$ cat config.mk
export PLATFORM = sky130hd
export DESIGN_NAME = acm_adapter
export DESIGN_NICKNAME = d
export VERILOG_FILES = /design/src/design/acm_fifo.v /design/src/design/acm_adapter.v
export VERILOG_INCLUDE_DIRS = /design/src /design/src/design
export SDC_FILE = /design/constraint.sdc
export NUM_CORES = 1
export LEC_CHECK = 0
export ABC_CLOCK_PERIOD_IN_PS = 18550
export BUFFER_PORTS_ARGS = -buffer_cell sky130_fd_sc_hd__buf_2
export CAP_MARGIN = 10
export CORE_MARGIN = 3
export CORE_UTILIZATION = 55
export CTS_CLUSTER_SIZE = 16
export DETAILED_ROUTE_END_ITERATION = 6
export PLACE_DENSITY = 0.76
export SYNTH_ARGS = -nofsm -noshare
export SYNTH_HDL_FRONTEND = slang
export SYNTH_SLANG_ARGS = --single-unit
$ cat constraint.sdc
create_clock -name clk -period 18.55 [get_ports clk]
set_input_delay 3.71 -clock clk [delete_from_list [all_inputs] [get_ports clk]]
set_output_delay 3.71 -clock clk [all_outputs]
set_load 0.01 [all_outputs]
$ cat src/design/acm_map.vh
// Purpose: Constants of the serial modem adapter: register selects, fields, timing.
// Assumes: 40 MHz clk; 16 samples per serial bit.
// Notes:   Definitions only.
`ifndef ACM_MAP_VH
`define ACM_MAP_VH

// Register select codes {high, low}
`define ACM_SEL_DATA      2'h0
`define ACM_SEL_STATUS    2'h1
`define ACM_SEL_COMMAND   2'h2
`define ACM_SEL_CONTROL   2'h3

// Reset values
`define ACM_CTRL_RST      8'h00
`define ACM_CMD_RST       8'h00
`define ACM_CMD_PRST_MASK 8'hE0

// line_format_control fields
`define ACM_CTL_BAUD_LO   0
`define ACM_CTL_BAUD_HI   3
`define ACM_CTL_RXSRC     4
`define ACM_CTL_WLEN_LO   5
`define ACM_CTL_WLEN_HI   6
`define ACM_CTL_STOP      7

// line_function_command fields
`define ACM_CMD_DTR       0
`define ACM_CMD_RXIRQ_DIS 1
`define ACM_CMD_TXC_LO    2
`define ACM_CMD_TXC_HI    3
`define ACM_CMD_PAR_EN    5
`define ACM_CMD_PAR_LO    6
`define ACM_CMD_PAR_HI    7
`define ACM_TXC_RTS_IRQ   2'h1
`define ACM_TXC_RTS_HIGH  2'h0

// line_status fields
`define ACM_ST_PAR        0
`define ACM_ST_FRM        1
`define ACM_ST_OVR        2
`define ACM_ST_RXF        3
`define ACM_ST_TXE        4
`define ACM_ST_DCD        5
`define ACM_ST_DSR        6
`define ACM_ST_IRQ        7

// Parity modes
`define ACM_PAR_ODD       2'h0
`define ACM_PAR_EVEN      2'h1
`define ACM_PAR_MARK      2'h2

// Serial timing
`define ACM_CLK_HZ        40000000
`define ACM_OVERSAMPLE    16
`define ACM_TICKS_BIT     5'h10
`define ACM_TICKS_HALF    5'h08
`define ACM_FIFO_DEPTH    32
`define ACM_FIFO_AW       5

// Baud rates (times 100) for selects 1..15; select 0 uses the external 16x clock
`define ACM_BAUD100_1     5000
`define ACM_BAUD100_2     7500
`define ACM_BAUD100_3     10992
`define ACM_BAUD100_4     13458
`define ACM_BAUD100_5     15000
`define ACM_BAUD100_6     30000
`define ACM_BAUD100_7     60000
`define ACM_BAUD100_8     120000
`define ACM_BAUD100_9     180000
`define ACM_BAUD100_10    240000
`define ACM_BAUD100_11    360000
`define ACM_BAUD100_12    480000
`define ACM_BAUD100_13    720000
`define ACM_BAUD100_14    960000
`define ACM_BAUD100_15    1920000
// Clock cycles per 16x tick, rounded down
`define ACM_DIV(b100)     (`ACM_CLK_HZ / (`ACM_OVERSAMPLE * (b100) / 100))

`endif

$ cat src/design/acm_fifo.v
// Purpose: Synchronous FIFO with valid/ready on both sides.
// Assumes: Single clock; WIDTH and DEPTH set by instance, DEPTH a power of two.
// Notes:   Full and empty are exact; in_ready is low while full.
`timescale 1ns/10ps
module acm_fifo #(
  parameter WIDTH = 10,
  parameter DEPTH = 32,
  parameter AW    = 5
) (
  input  wire             clk,       // Clock
  input  wire             rst_b,     // Async reset, active low
  input  wire             in_valid,  // Write request
  output wire             in_ready,  // Room available
  input  wire [WIDTH-1:0] in_data,   // Write data
  output wire             out_valid, // Data available
  input  wire             out_ready, // Reader takes data
  output wire [WIDTH-1:0] out_data   // Head of queue
);
  reg [WIDTH-1:0] mem_r [0:DEPTH-1];
  reg [AW-1:0]    wr_ptr_r;
  reg [AW-1:0]    rd_ptr_r;
  reg [AW:0]      count_r;
  wire            push;
  wire            pop;

  assign in_ready  = (count_r != DEPTH[AW:0]);
  assign out_valid = (count_r != {(AW+1){1'b0}});
  assign out_data  = mem_r[rd_ptr_r];
  assign push      = in_valid & in_ready;
  assign pop       = out_valid & out_ready;

  always @(posedge clk) begin
    if (push) begin
      mem_r[wr_ptr_r] <= in_data;
    end
  end

  always @(posedge clk or negedge rst_b) begin
    if (!rst_b) begin
      wr_ptr_r <= {AW{1'b0}};
      rd_ptr_r <= {AW{1'b0}};
      count_r  <= {(AW+1){1'b0}};
    end else begin
      if (push) begin
        wr_ptr_r <= wr_ptr_r + 1'b1;
      end
      if (pop) begin
        rd_ptr_r <= rd_ptr_r + 1'b1;
      end
      if (push && !pop) begin
        count_r <= count_r + 1'b1;
      end else if (pop && !push) begin
        count_r <= count_r - 1'b1;
      end
    end
  end
endmodule // acm_fifo

$ cat src/design/acm_adapter.v
// Purpose: Asynchronous serial adapter between a byte register port and a modem.
// Assumes: All inputs synchronous to clk; bus_strobe marks one access per pulse.
// Notes:   Received characters queue in a 32-entry FIFO ahead of receive_holding.
// Operation
// RULE_01: Transmitter runs only while clear-to-send is low; high disables it.
// RULE_02: Terminal-ready output follows command bit 0; low means enabled.
// RULE_03: With command bit 0 set, data-set-ready change interrupts; status bit 6 shows it.
// RULE_04: Data-set-ready never affects transmit or receive.
// RULE_05: With command bit 0 set, carrier-detect change interrupts; status bit 5 shows it.
// RULE_06: Receiver works only while carrier-detect is low; transmit ignores it.
// RULE_07: Modem drives data-set-ready and carrier-detect to definite levels.
// RULE_08: Control bits 0-3 select the transmit baud divisor.
// RULE_09: Receiver on internal baud rate makes receive clock pin output the 16x clock.
// RULE_10: Control register sets word length, stop bits and clock source.
// RULE_11: Error flags clear after a data read and a later error-free character.
// RULE_12: Parity, framing and overrun raise no interrupt.
// RULE_13: Receive-full sets on a held character, clears on data read.
// RULE_14: Transmit-empty sets when holding empty, clears on data write.
// RULE_15: Transmit bit 0 first; unused high bits ignored.
// RULE_16: Receive bit 0 first; parity stripped; unused bits read zero.
// RULE_17: Selects: 00 data, 01 reset/status, 10 command, 11 control.
// RULE_18: Interrupt output is open-drain, pulled low while pending.
// RULE_19: Hardware reset clears internal registers.
// RULE_20: External receive clock runs at sixteen times the bit rate.
// RULE_21: Character arriving with no room sets overrun; held data kept.
// RULE_22: Frame is low start, data, optional parity, high stop bits; idle high.
`timescale 1ns/10ps
`include "acm_map.vh"
module acm_adapter (
  input  wire       clk,                  // 40 MHz clock
  input  wire       rst_b,                // Hardware clear, active low
  input  wire       chip_sel,             // Adapter selected
  input  wire       bus_strobe,           // One-cycle access pulse
  input  wire       read_not_write,       // 1 read, 0 write
  input  wire       register_select_low,  // Register select bit 0
  input  wire       register_select_high, // Register select bit 1
  input  wire [7:0] data_in,              // Write data
  output wire [7:0] data_out,             // Read data
  output wire       data_oe,              // Data bus driven
  output wire       irq_out,              // Interrupt pin level when driven
  output wire       irq_oe,               // Interrupt pin pulled low
  output wire       txd,                  // Serial transmit data
  input  wire       rxd,                  // Serial receive data
  input  wire       cts_n,                // Clear to send, active low
  input  wire       dsr_n,                // Data set ready, active low
  input  wire       dcd_n,                // Carrier detect, active low
  output wire       rts_n,                // Request to send, active low
  output wire       dtr_n,                // Terminal ready, active low
  input  wire       receive_clock_pin_in, // 16x receive clock in
  output wire       receive_clock_pin_out,// 16x receive clock out
  output wire       receive_clock_pin_oe  // Receive clock pin driven
);
  localparam TX_IDLE = 1'b0;
  localparam TX_SEND = 1'b1;
  localparam RX_IDLE  = 2'h0;
  localparam RX_START = 2'h1;
  localparam RX_BITS  = 2'h2;

  reg  [7:0]  ctrl_r;
  reg  [7:0]  cmd_r;
  reg  [7:0]  tx_hold_r;
  reg         tx_full_r;
  reg  [7:0]  rx_hold_r;
  reg         rx_full_r;
  reg         par_err_r;
  reg         frm_err_r;
  reg         ovr_r;
  reg         irq_r;
  reg  [7:0]  dout_r;
  reg         dout_oe_r;
  reg         dcd_q_r;
  reg         dsr_q_r;
  reg         rxc_q_r;
  reg  [15:0] div_cnt_r;
  reg         rxc_out_r;
  reg         tx_st_r;
  reg  [11:0] tx_sh_r;
  reg  [3:0]  tx_left_r;
  reg  [4:0]  tx_tick_r;
  reg  [1:0]  rx_st_r;
  reg  [4:0]  rx_tick_r;
  reg  [3:0]  rx_idx_r;
  reg  [8:0]  rx_sh_r;
  reg         rx_q_r;
  reg  [31:0] div_full;
  wire [15:0] div_sel;
  wire        acc;
  wire [1:0]  sel;
  wire        rd_data;
  wire        rd_stat;
  wire        wr_data;
  wire        wr_prst;
  wire        wr_cmd;
  wire        wr_ctrl;
  wire        gen_tick;
  wire        ext_tick;
  wire        tx_tick;
  wire        rx_tick;
  wire        rx_int_clk;
  wire [3:0]  wlen;
  wire        par_en;
  wire [1:0]  par_mode;
  wire        tx_load;
  wire        rx_push;
  wire        rx_ready;
  wire        q_valid;
  wire [9:0]  q_data;
  wire        q_pop;
  wire        ev_change;
  wire        ev_rxf;
  wire        ev_txe;
  wire [7:0]  status;
  wire [7:0]  tx_mask;
  wire        tx_par;
  wire [11:0] tx_frame;
  wire [3:0]  tx_bits;
  wire [7:0]  rx_data;
  wire        rx_par_exp;
  wire        rx_perr;

  assign acc     = chip_sel & bus_strobe;
  assign sel     = {register_select_high, register_select_low};
  assign rd_data = acc & read_not_write & (sel == `ACM_SEL_DATA);    // [RULE_17]
  assign rd_stat = acc & read_not_write & (sel == `ACM_SEL_STATUS);  // [RULE_17]
  assign wr_data = acc & ~read_not_write & (sel == `ACM_SEL_DATA);   // [RULE_17]
  assign wr_prst = acc & ~read_not_write & (sel == `ACM_SEL_STATUS); // [RULE_17]
  assign wr_cmd  = acc & ~read_not_write & (sel == `ACM_SEL_COMMAND);
  assign wr_ctrl = acc & ~read_not_write & (sel == `ACM_SEL_CONTROL);

  // Word length code 00 = 8 bits down to 11 = 5 bits
  assign wlen     = 4'h8 - {2'h0, ctrl_r[`ACM_CTL_WLEN_HI:`ACM_CTL_WLEN_LO]}; // [RULE_10]
  assign par_en   = cmd_r[`ACM_CMD_PAR_EN];
  assign par_mode = cmd_r[`ACM_CMD_PAR_HI:`ACM_CMD_PAR_LO];

  // Baud divisor table
  always @* begin
    case (ctrl_r[`ACM_CTL_BAUD_HI:`ACM_CTL_BAUD_LO]) // [RULE_08]
      4'h1:    div_full = `ACM_DIV(`ACM_BAUD100_1);
      4'h2:    div_full = `ACM_DIV(`ACM_BAUD100_2);
      4'h3:    div_full = `ACM_DIV(`ACM_BAUD100_3);
      4'h4:    div_full = `ACM_DIV(`ACM_BAUD100_4);
      4'h5:    div_full = `ACM_DIV(`ACM_BAUD100_5);
      4'h6:    div_full = `ACM_DIV(`ACM_BAUD100_6);
      4'h7:    div_full = `ACM_DIV(`ACM_BAUD100_7);
      4'h8:    div_full = `ACM_DIV(`ACM_BAUD100_8);
      4'h9:    div_full = `ACM_DIV(`ACM_BAUD100_9);
      4'hA:    div_full = `ACM_DIV(`ACM_BAUD100_10);
      4'hB:    div_full = `ACM_DIV(`ACM_BAUD100_11);
      4'hC:    div_full = `ACM_DIV(`ACM_BAUD100_12);
      4'hD:    div_full = `ACM_DIV(`ACM_BAUD100_13);
      4'hE:    div_full = `ACM_DIV(`ACM_BAUD100_14);
      4'hF:    div_full = `ACM_DIV(`ACM_BAUD100_15);
      default: div_full = 32'h00000000;
    endcase
  end
  // Largest divisor fits in 16 bits
  assign div_sel = div_full[15:0];

  assign gen_tick   = (div_sel != 16'h0000) && (div_cnt_r >= div_sel - 16'h0001);
  assign ext_tick   = receive_clock_pin_in & ~rxc_q_r; // [RULE_20]
  assign tx_tick    = (div_sel == 16'h0000) ? ext_tick : gen_tick;
  assign rx_int_clk = ctrl_r[`ACM_CTL_RXSRC];
  assign rx_tick    = rx_int_clk ? tx_tick : ext_tick;                    // [RULE_10]
  assign receive_clock_pin_oe  = rx_int_clk;                              // [RULE_09]
  assign receive_clock_pin_out = rxc_out_r;                               // [RULE_09]

  // Transmit frame, bit 0 first, start bit in position 0
  assign tx_mask  = tx_hold_r & (8'hFF >> (4'h8 - wlen));                 // [RULE_15]
  assign tx_par   = (par_mode == `ACM_PAR_ODD)  ? ~(^tx_mask) :
                    (par_mode == `ACM_PAR_EVEN) ? (^tx_mask) :
                    (par_mode == `ACM_PAR_MARK);
  assign tx_frame = par_en ?
                    ((12'hFFF << (wlen + 4'h1)) & ~(12'h001 << (wlen + 4'h1)))
                    | ({11'h000, tx_par} << (wlen + 4'h1)) | {3'h0, tx_mask, 1'b0} :
                    (12'hFFF << (wlen + 4'h1)) | {3'h0, tx_mask, 1'b0};   // [RULE_22]
  assign tx_bits  = 4'h2 + wlen + {3'h0, par_en} + {3'h0, ctrl_r[`ACM_CTL_STOP]};
  assign tx_load  = (tx_st_r == TX_IDLE) & tx_full_r & ~cts_n;            // [RULE_01]
  assign txd      = (tx_st_r == TX_SEND) ? tx_sh_r[0] : 1'b1;             // [RULE_22]

  // Receive character check
  assign rx_data    = rx_sh_r[7:0] & (8'hFF >> (4'h8 - wlen));            // [RULE_16]
  assign rx_par_exp = (par_mode == `ACM_PAR_ODD)  ? ~(^rx_data) :
                      (par_mode == `ACM_PAR_EVEN) ? (^rx_data) :
                      (par_mode == `ACM_PAR_MARK);
  assign rx_perr    = par_en & (rx_sh_r[wlen] != rx_par_exp);
  assign rx_push    = ~dcd_n & (rx_st_r == RX_BITS) & rx_tick
                      & (rx_tick_r == `ACM_TICKS_BIT - 5'h01)
                      & (rx_idx_r == wlen + {3'h0, par_en});
  assign q_pop      = q_valid & (~rx_full_r | rd_data);

  acm_fifo #(
    .WIDTH (10),
    .DEPTH (`ACM_FIFO_DEPTH),
    .AW    (`ACM_FIFO_AW)
  ) u_rx_fifo (
    .clk       (clk),
    .rst_b     (rst_b),
    .in_valid  (rx_push),
    .in_ready  (rx_ready),
    .in_data   ({~rxd, rx_perr, rx_data}),
    .out_valid (q_valid),
    .out_ready (q_pop),
    .out_data  (q_data)
  );

  assign ev_change = cmd_r[`ACM_CMD_DTR] & ((dcd_n ^ dcd_q_r) | (dsr_n ^ dsr_q_r)); // [RULE_03]
  assign ev_rxf    = q_pop & ~cmd_r[`ACM_CMD_RXIRQ_DIS];
  assign ev_txe    = tx_load & (cmd_r[`ACM_CMD_TXC_HI:`ACM_CMD_TXC_LO] == `ACM_TXC_RTS_IRQ);
  assign status    = {irq_r, dsr_n, dcd_n, ~tx_full_r, rx_full_r, ovr_r, frm_err_r,
                      par_err_r}; // [RULE_05]
  assign data_out  = dout_r;
  assign data_oe   = dout_oe_r;
  assign irq_out   = 1'b0;
  assign irq_oe    = irq_r;                                                // [RULE_18]
  assign dtr_n     = ~cmd_r[`ACM_CMD_DTR];                                 // [RULE_02]
  assign rts_n     = (cmd_r[`ACM_CMD_TXC_HI:`ACM_CMD_TXC_LO] == `ACM_TXC_RTS_HIGH);

  // Register port, flags and interrupt
  always @(posedge clk or negedge rst_b) begin
    if (!rst_b) begin
      ctrl_r    <= `ACM_CTRL_RST;                                          // [RULE_19]
      cmd_r     <= `ACM_CMD_RST;
      tx_hold_r <= 8'h00;
      tx_full_r <= 1'b0;
      rx_hold_r <= 8'h00;
      rx_full_r <= 1'b0;
      par_err_r <= 1'b0;
      frm_err_r <= 1'b0;
      ovr_r     <= 1'b0;
      irq_r     <= 1'b0;
      dout_r    <= 8'h00;
      dout_oe_r <= 1'b0;
      dcd_q_r   <= 1'b1;
      dsr_q_r   <= 1'b1;
    end else begin
      dcd_q_r   <= dcd_n;
      dsr_q_r   <= dsr_n;
      dout_oe_r <= acc & read_not_write;
      if (acc & read_not_write) begin
        case (sel)
          `ACM_SEL_DATA:    dout_r <= rx_hold_r;
          `ACM_SEL_STATUS:  dout_r <= status;
          `ACM_SEL_COMMAND: dout_r <= cmd_r;
          default:          dout_r <= ctrl_r;
        endcase
      end
      if (wr_ctrl) begin
        ctrl_r <= data_in;
      end
      if (wr_cmd) begin
        cmd_r <= data_in;
      end else if (wr_prst) begin
        cmd_r <= cmd_r & `ACM_CMD_PRST_MASK;
      end
      if (wr_data) begin
        tx_hold_r <= data_in;
        tx_full_r <= 1'b1;                                                 // [RULE_14]
      end else if (tx_load) begin
        tx_full_r <= 1'b0;                                                 // [RULE_14]
      end
      if (q_pop) begin
        rx_hold_r <= q_data[7:0];                                          // [RULE_16]
        rx_full_r <= 1'b1;                                                 // [RULE_13]
        par_err_r <= q_data[8];                                            // [RULE_11]
        frm_err_r <= q_data[9];                                            // [RULE_11]
        if (!(q_data[8] | q_data[9])) begin
          ovr_r <= 1'b0;                                                   // [RULE_11]
        end
      end else if (rd_data) begin
        rx_full_r <= 1'b0;                                                 // [RULE_13]
      end
      if (rx_push & ~rx_ready) begin
        ovr_r <= 1'b1;                                                     // [RULE_21]
      end else if (wr_prst & ~q_pop) begin
        ovr_r <= 1'b0;
      end
      // Error flags never reach the interrupt
      if (ev_change | ev_rxf | ev_txe) begin
        irq_r <= 1'b1;                                                     // [RULE_12]
      end else if (rd_stat) begin
        irq_r <= 1'b0;
      end
    end
  end

  // Baud generator and 16x clock output
  always @(posedge clk or negedge rst_b) begin
    if (!rst_b) begin
      div_cnt_r <= 16'h0000;
      rxc_out_r <= 1'b0;
      rxc_q_r   <= 1'b0;
    end else begin
      rxc_q_r <= receive_clock_pin_in;
      if (gen_tick || div_sel == 16'h0000) begin
        div_cnt_r <= 16'h0000;
      end else begin
        div_cnt_r <= div_cnt_r + 16'h0001;
      end
      rxc_out_r <= (div_sel != 16'h0000) && (div_cnt_r < {1'b0, div_sel[15:1]}); // [RULE_09]
    end
  end

  // Transmitter
  always @(posedge clk or negedge rst_b) begin
    if (!rst_b) begin
      tx_st_r   <= TX_IDLE;
      tx_sh_r   <= 12'hFFF;
      tx_left_r <= 4'h0;
      tx_tick_r <= 5'h00;
    end else begin
      case (tx_st_r)
        TX_IDLE: begin
          if (tx_load) begin
            tx_st_r   <= TX_SEND;
            tx_sh_r   <= tx_frame;
            tx_left_r <= tx_bits;
            tx_tick_r <= 5'h00;
          end
        end
        TX_SEND: begin
          if (cts_n) begin
            tx_st_r <= TX_IDLE;                                            // [RULE_01]
          end else if (tx_tick) begin
            if (tx_tick_r == `ACM_TICKS_BIT - 5'h01) begin
              tx_tick_r <= 5'h00;
              tx_sh_r   <= {1'b1, tx_sh_r[11:1]};
              tx_left_r <= tx_left_r - 4'h1;
              if (tx_left_r == 4'h1) begin
                tx_st_r <= TX_IDLE;
              end
            end else begin
              tx_tick_r <= tx_tick_r + 5'h01;
            end
          end
        end
        default: tx_st_r <= TX_IDLE;
      endcase
    end
  end

  // Receiver; data-set-ready is not consulted here
  always @(posedge clk or negedge rst_b) begin
    if (!rst_b) begin
      rx_st_r   <= RX_IDLE;
      rx_tick_r <= 5'h00;
      rx_idx_r  <= 4'h0;
      rx_sh_r   <= 9'h000;
      rx_q_r    <= 1'b1;
    end else begin
      rx_q_r <= rxd;
      if (dcd_n) begin
        rx_st_r <= RX_IDLE;                                                // [RULE_06] [RULE_04]
      end else begin
        case (rx_st_r)
          RX_IDLE: begin
            if (rx_q_r & ~rxd) begin
              rx_st_r   <= RX_START;
              rx_tick_r <= 5'h00;
            end
          end
          RX_START: begin
            if (rx_tick) begin
              if (rx_tick_r == `ACM_TICKS_HALF - 5'h01) begin
                rx_tick_r <= 5'h00;
                rx_idx_r  <= 4'h0;
                rx_sh_r   <= 9'h000;
                rx_st_r   <= rxd ? RX_IDLE : RX_BITS;                      // [RULE_22]
              end else begin
                rx_tick_r <= rx_tick_r + 5'h01;
              end
            end
          end
          RX_BITS: begin
            if (rx_tick) begin
              if (rx_tick_r == `ACM_TICKS_BIT - 5'h01) begin
                rx_tick_r <= 5'h00;
                if (rx_push) begin
                  rx_st_r <= RX_IDLE;
                end else begin
                  rx_sh_r[rx_idx_r] <= rxd;                                // [RULE_16]
                  rx_idx_r          <= rx_idx_r + 4'h1;
                end
              end else begin
                rx_tick_r <= rx_tick_r + 5'h01;
              end
            end
          end
          default: rx_st_r <= RX_IDLE;
        endcase
      end
    end
  end
endmodule // acm_adapter

### Word level (Yosys, flattened, before mapping)

Memories as Yosys holds them, arrays and structs flattened.
Cells that the tools add are included.

* register bits: 126
* input port bits: 20
* memory bits (writable): 320
* word-level logic and storage cells: 254
* bits in latches: 0
* memories kept: 2
* memory bits (read-only): 256

* bitwise operators: 54
* reductions and logical operators: 31
* shift operators: 4
* $lt $le $gt $ge: 5
* divide/modulo/power cells: 0
* $add $sub $neg: 17
* muxes and demuxes: 79
* equality and inequality tests: 32
* $mul: 0

Memories
* u_rx_fifo.mem_r: words 32, width 10, rd ports 1, clocked after Yosys merged registers in 0, wr ports 1, line acm_fifo.v:19 `reg [WIDTH-1:0] mem_r [0:DEPTH-1];`
* (no name shown): words 16, width 16, rd ports 1, clocked after Yosys merged registers in 0, wr ports 0, line acm_adapter.v:137 `` case (ctrl_r[`ACM_CTL_BAUD_HI:`ACM_CTL_BAUD_LO]) ``

Operator list (count)
* 2-to-1 mux 12 bit: 5
* 2-to-1 mux 5 bit: 10
* 2-to-1 mux 9 bit: 5
* 2-to-1 mux 4 bit: 9
* AND 1 bit: 26
* 2-to-1 mux 1 bit: 26
* bitwise OR 12 x 9 -> 12 bit: 2
* one-hot mux 12 bit (2 select lines): 1
* one-hot mux 8 bit (3 select lines): 1
* adder 5 x 1 -> 5 bit (second input constant): 4
* one-hot mux 9 bit (2 select lines): 1
* adder 16 x 1 -> 16 bit (second input constant): 1
* AND 8 bit: 2
* greater-or-equal comparator 16 bit: 1
* logical NOT 16 bit: 1
* less-than comparator 16 x 15 -> 1 bit: 1
* 2-to-1 mux 16 bit: 1
* 2-to-1 mux 2 bit: 8
* one-hot mux 4 bit (2 select lines): 2
* nonzero test 16 bit: 1
* parity 8 bit: 2
* subtractor 16 x 1 -> 16 bit (second input constant): 1
* != test 3 bit (second input constant): 5
* one-hot mux 5 bit (3 select lines): 1
* 53 further kinds: 105

### Logic depth before layout (Yosys ltp)

An unclocked memory read counts as a cell.

* depth after elaboration: 14
* depth in mapped cells: 30

### Cells and area by module

Synthesis repeated with hierarchy kept, for this count alone.

* cell total of the unflattened synthesis: 1481
* area total of the unflattened synthesis: 21042.7 um^2

By module, submodules not included
* acm_fifo: sequential area each 10009.6 um^2, instances 1, area an instance 13301.5 um^2, cells each 663
* acm_adapter: sequential area each 2771.4 um^2, instances 1, area an instance 7741.2 um^2, cells each 818

### Least setup slack after synthesis

No wires, ideal clock.

* path kind: register to register
* from: register ctrl_r[1]
* to: register u_rx_fifo.count_r[5]
* setup slack: 11866 ps
* arrival: 6559 ps
* required time: 18425 ps
* stages on the path, launching flop included: 31
* cell sequence: dfrtp_1 > clkbuf_1 > inv_1 > ha_1 > clkbuf_1 > or2_2 > a21boi_0 > nor2_1 > ha_1 > o2111ai_1 > nor3_1 > nand2_1 > nor2_1 > mux2_2 > ha_1 > nand4_1 > nor2_1 > or4b_2 > nand3_1 > mux2i_1 > nor3_1 > ha_1 > inv_1 > ha_1 > a21o_1 > a21oi_1 > o21bai_1 > a21oi_1 > xnor2_1 > nor2_1 > xor2_1

* word-level cells in the longest chain between the ends: 13
* elaborated cells on any way between the ends: 17
* those cells by class: 1 x add/sub; 1 x order compare; 3 x mux; 4 x bitwise; 7 x reduce/logical; 1 x memory

Ends and longest elaborated chain
* start: declaration: line acm_adapter.v:59 `reg [7:0] ctrl_r;`
* start signal: assignment: line acm_adapter.v:221 `` ctrl_r <= `ACM_CTRL_RST; ``
* start signal: assignment: line acm_adapter.v:248 `ctrl_r <= data_in;`
* memory (16 x 16 bit) (*)
* subtractor 16 x 1 -> 16 bit: line acm_adapter.v:159 `assign gen_tick = (div_sel != 16'h0000) && (div_cnt_r >= div_sel - 16'h0001);`
* greater-or-equal comparator 16 bit: line acm_adapter.v:159
* logical AND 1 bit: line acm_adapter.v:159
* 2-to-1 mux 1 bit (*): line acm_adapter.v:161 `assign tx_tick = (div_sel == 16'h0000) ? ext_tick : gen_tick;`
* 2-to-1 mux 1 bit (*): line acm_adapter.v:163 `assign rx_tick = rx_int_clk ? tx_tick : ext_tick;`
* AND 1 bit (*) (3 in series): line acm_adapter.v:186 `assign rx_push = ~dcd_n & (rx_st_r == RX_BITS) & rx_tick`
* AND 1 bit (*): line acm_fifo.v:29 `assign push = in_valid & in_ready;`
* named net u_rx_fifo.push: line acm_fifo.v:23 `wire push;`
* logical NOT 1 bit: line acm_fifo.v:52 `end else if (pop && !push) begin`
* logical AND 1 bit: line acm_fifo.v:52
* nonzero test 2 bit (no line)
* end signal: assignment: line acm_fifo.v:42 `count_r <= {(AW+1){1'b0}};`
* end signal: assignment: line acm_fifo.v:51 `count_r <= count_r + 1'b1;`
* end signal: assignment: line acm_fifo.v:53 `count_r <= count_r - 1'b1;`
* end: declaration: line acm_fifo.v:22 `reg [AW:0] count_r;`

Mark *: on every way through the listed nets, which the timed path passes. The rest lies on a longest branch.
A chain may end at the register's enable or synchronous reset.

### Final worst setup path

* from: register ctrl_r[0]
* to: register u_rx_fifo.count_r[5]

The elaborated chain is that of the path after synthesis.

==> out/qor.tcl <==
set qor(clockRootBuffer) {sky130_fd_sc_hd__clkbuf_16}
set qor(avgRoutedWirePerCell_um) 22.8
set qor(timing.final.setup_violations) 0
set qor(preCtsSetupSlack_ns) 11.12
set qor(die-height_um) 202
set qor(min-delay-path-class) {register to register}
set qor(timing_worst_setup_path_type) {register to register}
set qor(number_of_standard_cells_after_synthesis) 1420
set qor(synthTopCellsByArea) {sky130_fd_sc_hd__edfxtp_1, sky130_fd_sc_hd__dfrtp_1, sky130_fd_sc_hd__mux4_2}
set qor(async_flop_share) 0.283
set qor(global_route.usage.met2) 0.355
set qor(antenna_violating_nets_left) 0
set qor(number_of_max_cap_violations) 0
set qor(grt.busiest_layer) {met2}
set qor(first_global_vias) 12036
set qor(power.density_cell_area_nw_per_um2) 149
set qor(initialDrtViolationCount) 1139
set qor(areaGrowthSynthToFinish_pct) 10.5
set qor(worst_pin_slew_ns) 1.19
set qor(io_pins) 36
set qor(synth_cell_type_count) 83
set qor(critPathSlowestCell) {sky130_fd_sc_hd__or4b_2}
set qor(core_area_um2) 37800
set qor(power.share.clock) 0.277
set qor(worst_ir_drop_vdd_uv) 90.1
set qor(n_antenna_cell) 0
set qor(global_route.usage.met1) 0.334
set qor(setup_total_negative_slack_ns) 0
set qor(critPathArrivalTime_ns) 7.93
set qor(cts-htree-levels) 2
set qor(crit_path_start_kind) {register}
set qor(final.hold.worst_slack_ns) 0.470
set qor(final.min_clock_period_ns) 7.49
set qor(clock_sink_count) 446
set qor(die_w_um) 202
set qor(port_buffer_cells) 34
set qor(initial_antenna_violation_count) 0
set qor(status) {finished clean}
set qor(remaining_drc_errors) 0
set qor(power.switching_w) 0.00112
set qor(grt_first_pass_wirelength_um) 71500
set qor(power.share.combinational) 0.314
set qor(power_report.internal_total_w) 0.00234
set qor(power.leakage_nw) 8.21
set qor(yosys_register_bits) 446
set qor(cts_hold_repair.buffers) 0
set qor(design.die.area_um2) 40700
set qor(drt-vias-per-instance) 6.16
set qor(area_share_of_the_largest_cell_type_after_synthesis) 0.456
set qor(ys_seq_area_frac) 0.606
set qor(postLayoutSetupSlackWorst_ns) 11.06
set qor(drt_pass1_iterations) 5
set qor(grt.total_usage) 0.226
set qor(worst_clock_skew_on_the_final_layout_ns) 0.0328
set qor(timing_max_transition_violations_final) 0
set qor(critical_path_peak_fanout) 17
set qor(avgSynthCellArea_um2) 14.8
set qor(timing.rr.start) {ctrl_r[0]}
set qor(hold_path.startpoint) {data_out[4]}
set qor(start_util) 0.558
set qor(gr-usage-met3) 0.0337
set qor(detailroute.via_count) 12243
set qor(fraction_of_layout_instances_using_a_drive_strength_above_1) 0.211
set qor(final_cells) 1987
set qor(final_wl_um) 45300
set qor(num_rows) 71
set qor(cts_resized) 0
set qor(synth_commonest_cells) {sky130_fd_sc_hd__edfxtp_1, sky130_fd_sc_hd__dfrtp_1, sky130_fd_sc_hd__mux4_2, sky130_fd_sc_hd__nor2_1, sky130_fd_sc_hd__nand2_1}
set qor(synthesis.nets) 1511
set qor(ctsLongestPathBuffers) 3
set qor(globalplace.congestion) 0.847
set qor(grt_remaining_overflow) 0
set qor(share_seq_of_total_power) 0.409
set qor(synth_top_cell_by_area) {sky130_fd_sc_hd__edfxtp_1}
set qor(required_ns) 19.00
set qor(placed_cells_incl_taps) 1899
set qor(power.share.switching) 0.325
set qor(postCtsSetupBuffers) 0
set qor(setup_repair_after_global_routing_missed_its_margin) {false}
set qor(critPathMaxStageDelay_ns) 0.68
set qor(finish.utilization) 0.617
set qor(largest_net_degree_at_the_start_of_global_routing) 72
set qor(report.final.hold_viol_count) 0
set qor(number_of_warning_messages_in_the_yosys_log) 0
set qor(synth-edff-count) 320
set qor(critical_path.startpoint) {ctrl_r[0]}
set qor(clk_pin_slew_worst_setup_hold_paths_ns) 0.06
set qor(place.detailed.hpwl_um) 28800
set qor(multi_input_comb_area_um2) 7770
set qor(register_area_um2) 12800
set qor(fin_crit_sh) 0.404
set qor(setup.reg_to_reg.worst_slack_ns) 11.06
set qor(post-synth-top-count-cell) {sky130_fd_sc_hd__edfxtp_1}
set qor(ys.flop_type) {sky130_fd_sc_hd__edfxtp_1}
set qor(layout.nets) 1529
set qor(critPathCaptureType) {register}
set qor(max_freq_mhz) 134
set qor(clk_latency_ns) 0.58
set qor(tritoncts) {yes}
set qor(fillerInstances) 2704
set qor(timing.max_slew.rel_slack) 0.207
set qor(cts_buffers) 46
set qor(mappedNetlistArea_um2) 21100
set qor(timing.critical_path.mode_cell) {sky130_fd_sc_hd__ha_1}
## per-stage QoR
step / instance area [um2] / total power (W)
after floorplan: 21100 / 0.00218
after global placement: 21700 / 0.00247
after global routing: 23300 / 0.00364
after detailed placement: 21700 / 0.00251
after CTS: 23300 / 0.00348
final: 23300 / 0.00347
## worst max-delay path, delay by kind of cell, from the launching register on
kind                     cells  cell delay, ns
AO/OA/AOI/OAI                6            1.42
XOR/XNOR                     2            0.29
adder cells (fa/ha/maj)      5            1.53
buffers and inverters        3            0.52
flip-flops                   1            0.66
multiplexers                 2            0.41
AND/OR/NAND/NOR             11            2.54
## cell usage in the layout, fill, tap and decap left out, types with 17 or more instances in the layout
cell	instances
sky130_fd_sc_hd__edfxtp_1	320
sky130_fd_sc_hd__mux4_2	109
sky130_fd_sc_hd__dfrtp_1	109
sky130_fd_sc_hd__nor2_1	105
sky130_fd_sc_hd__nand2_1	78
sky130_fd_sc_hd__ha_1	68
sky130_fd_sc_hd__o21ai_0	52
sky130_fd_sc_hd__clkbuf_16	47
sky130_fd_sc_hd__inv_1	44
sky130_fd_sc_hd__mux2_2	43
sky130_fd_sc_hd__xnor2_1	39
sky130_fd_sc_hd__buf_2	33
sky130_fd_sc_hd__nand3_1	31
sky130_fd_sc_hd__a21oi_1	30
sky130_fd_sc_hd__mux2i_1	23
sky130_fd_sc_hd__nand2b_1	22
sky130_fd_sc_hd__xor2_1	21
sky130_fd_sc_hd__buf_4	17
## layer usage
metal  routed length, um  share of wire
met2               21900           0.48
met4                1070          0.024
met3                2600          0.057
met5                  27        0.00060
met1               19700           0.43
## power groups by stage
stage / Sequential (W) / Clock, W / Combinational (W)
detailed placement: 0.00145 / 0 / 0.00106
floorplan: 0.00135 / 0 / 0.000823
global placement: 0.00144 / 0 / 0.00103
finish: 0.00142 / 0.000960 / 0.00109
CTS: 0.00143 / 0.000975 / 0.00107
global route: 0.00144 / 0.00102 / 0.00118
## registers in the layout, summed over array words and instances (netlist names), 2 cells and up
signal and count:
rx_st_r 2, u_rx_fifo.rd_ptr_r 5, u_rx_fifo.count_r 6, rx_idx_r 4, rx_sh_r 9, tx_left_r 4
rx_tick_r 5, ctrl_r 8, u_rx_fifo.mem_r 320, tx_hold_r 8, rx_hold_r 8, data_out 8
u_rx_fifo.wr_ptr_r 5, tx_tick_r 5, cmd_r 8, tx_sh_r 12, div_cnt_r 16
## final cells by class
cell class,count,area share
sequential,446,0.549
clock buffer,56,0.0528
inverter,44,0.00709
tap,511,0.0274
multi-input combinational,848,0.334
clock inverter,30,0.0157
timing repair buffer,52,0.0144
## worst paths after layout
kind / endpoint / cells after the start
max: u_rx_fifo.count_r[5] / 29
min: data_out[4] / 2
max reg2reg: u_rx_fifo.count_r[5] / 29
min reg2reg: data_out[4] / 2
max in group asynchronous: u_rx_fifo.rd_ptr_r[0] / 2
min in group asynchronous: receive_clock_pin_out / 1
## cells by family (layout without fill, tap and decap cells)
group	count (synthesis)	count (layout)	synth area share
xor+xnor	62	62	0.0271
other cells	1	1	0.000178
fa+ha+maj	71	71	0.0432
buf+inv	126	182	0.0252
flops	446	446	0.606
simple gates	338	338	0.0797
compound gates	200	200	0.0672
mux	176	176	0.151
(Power assumes the default switching activity.)
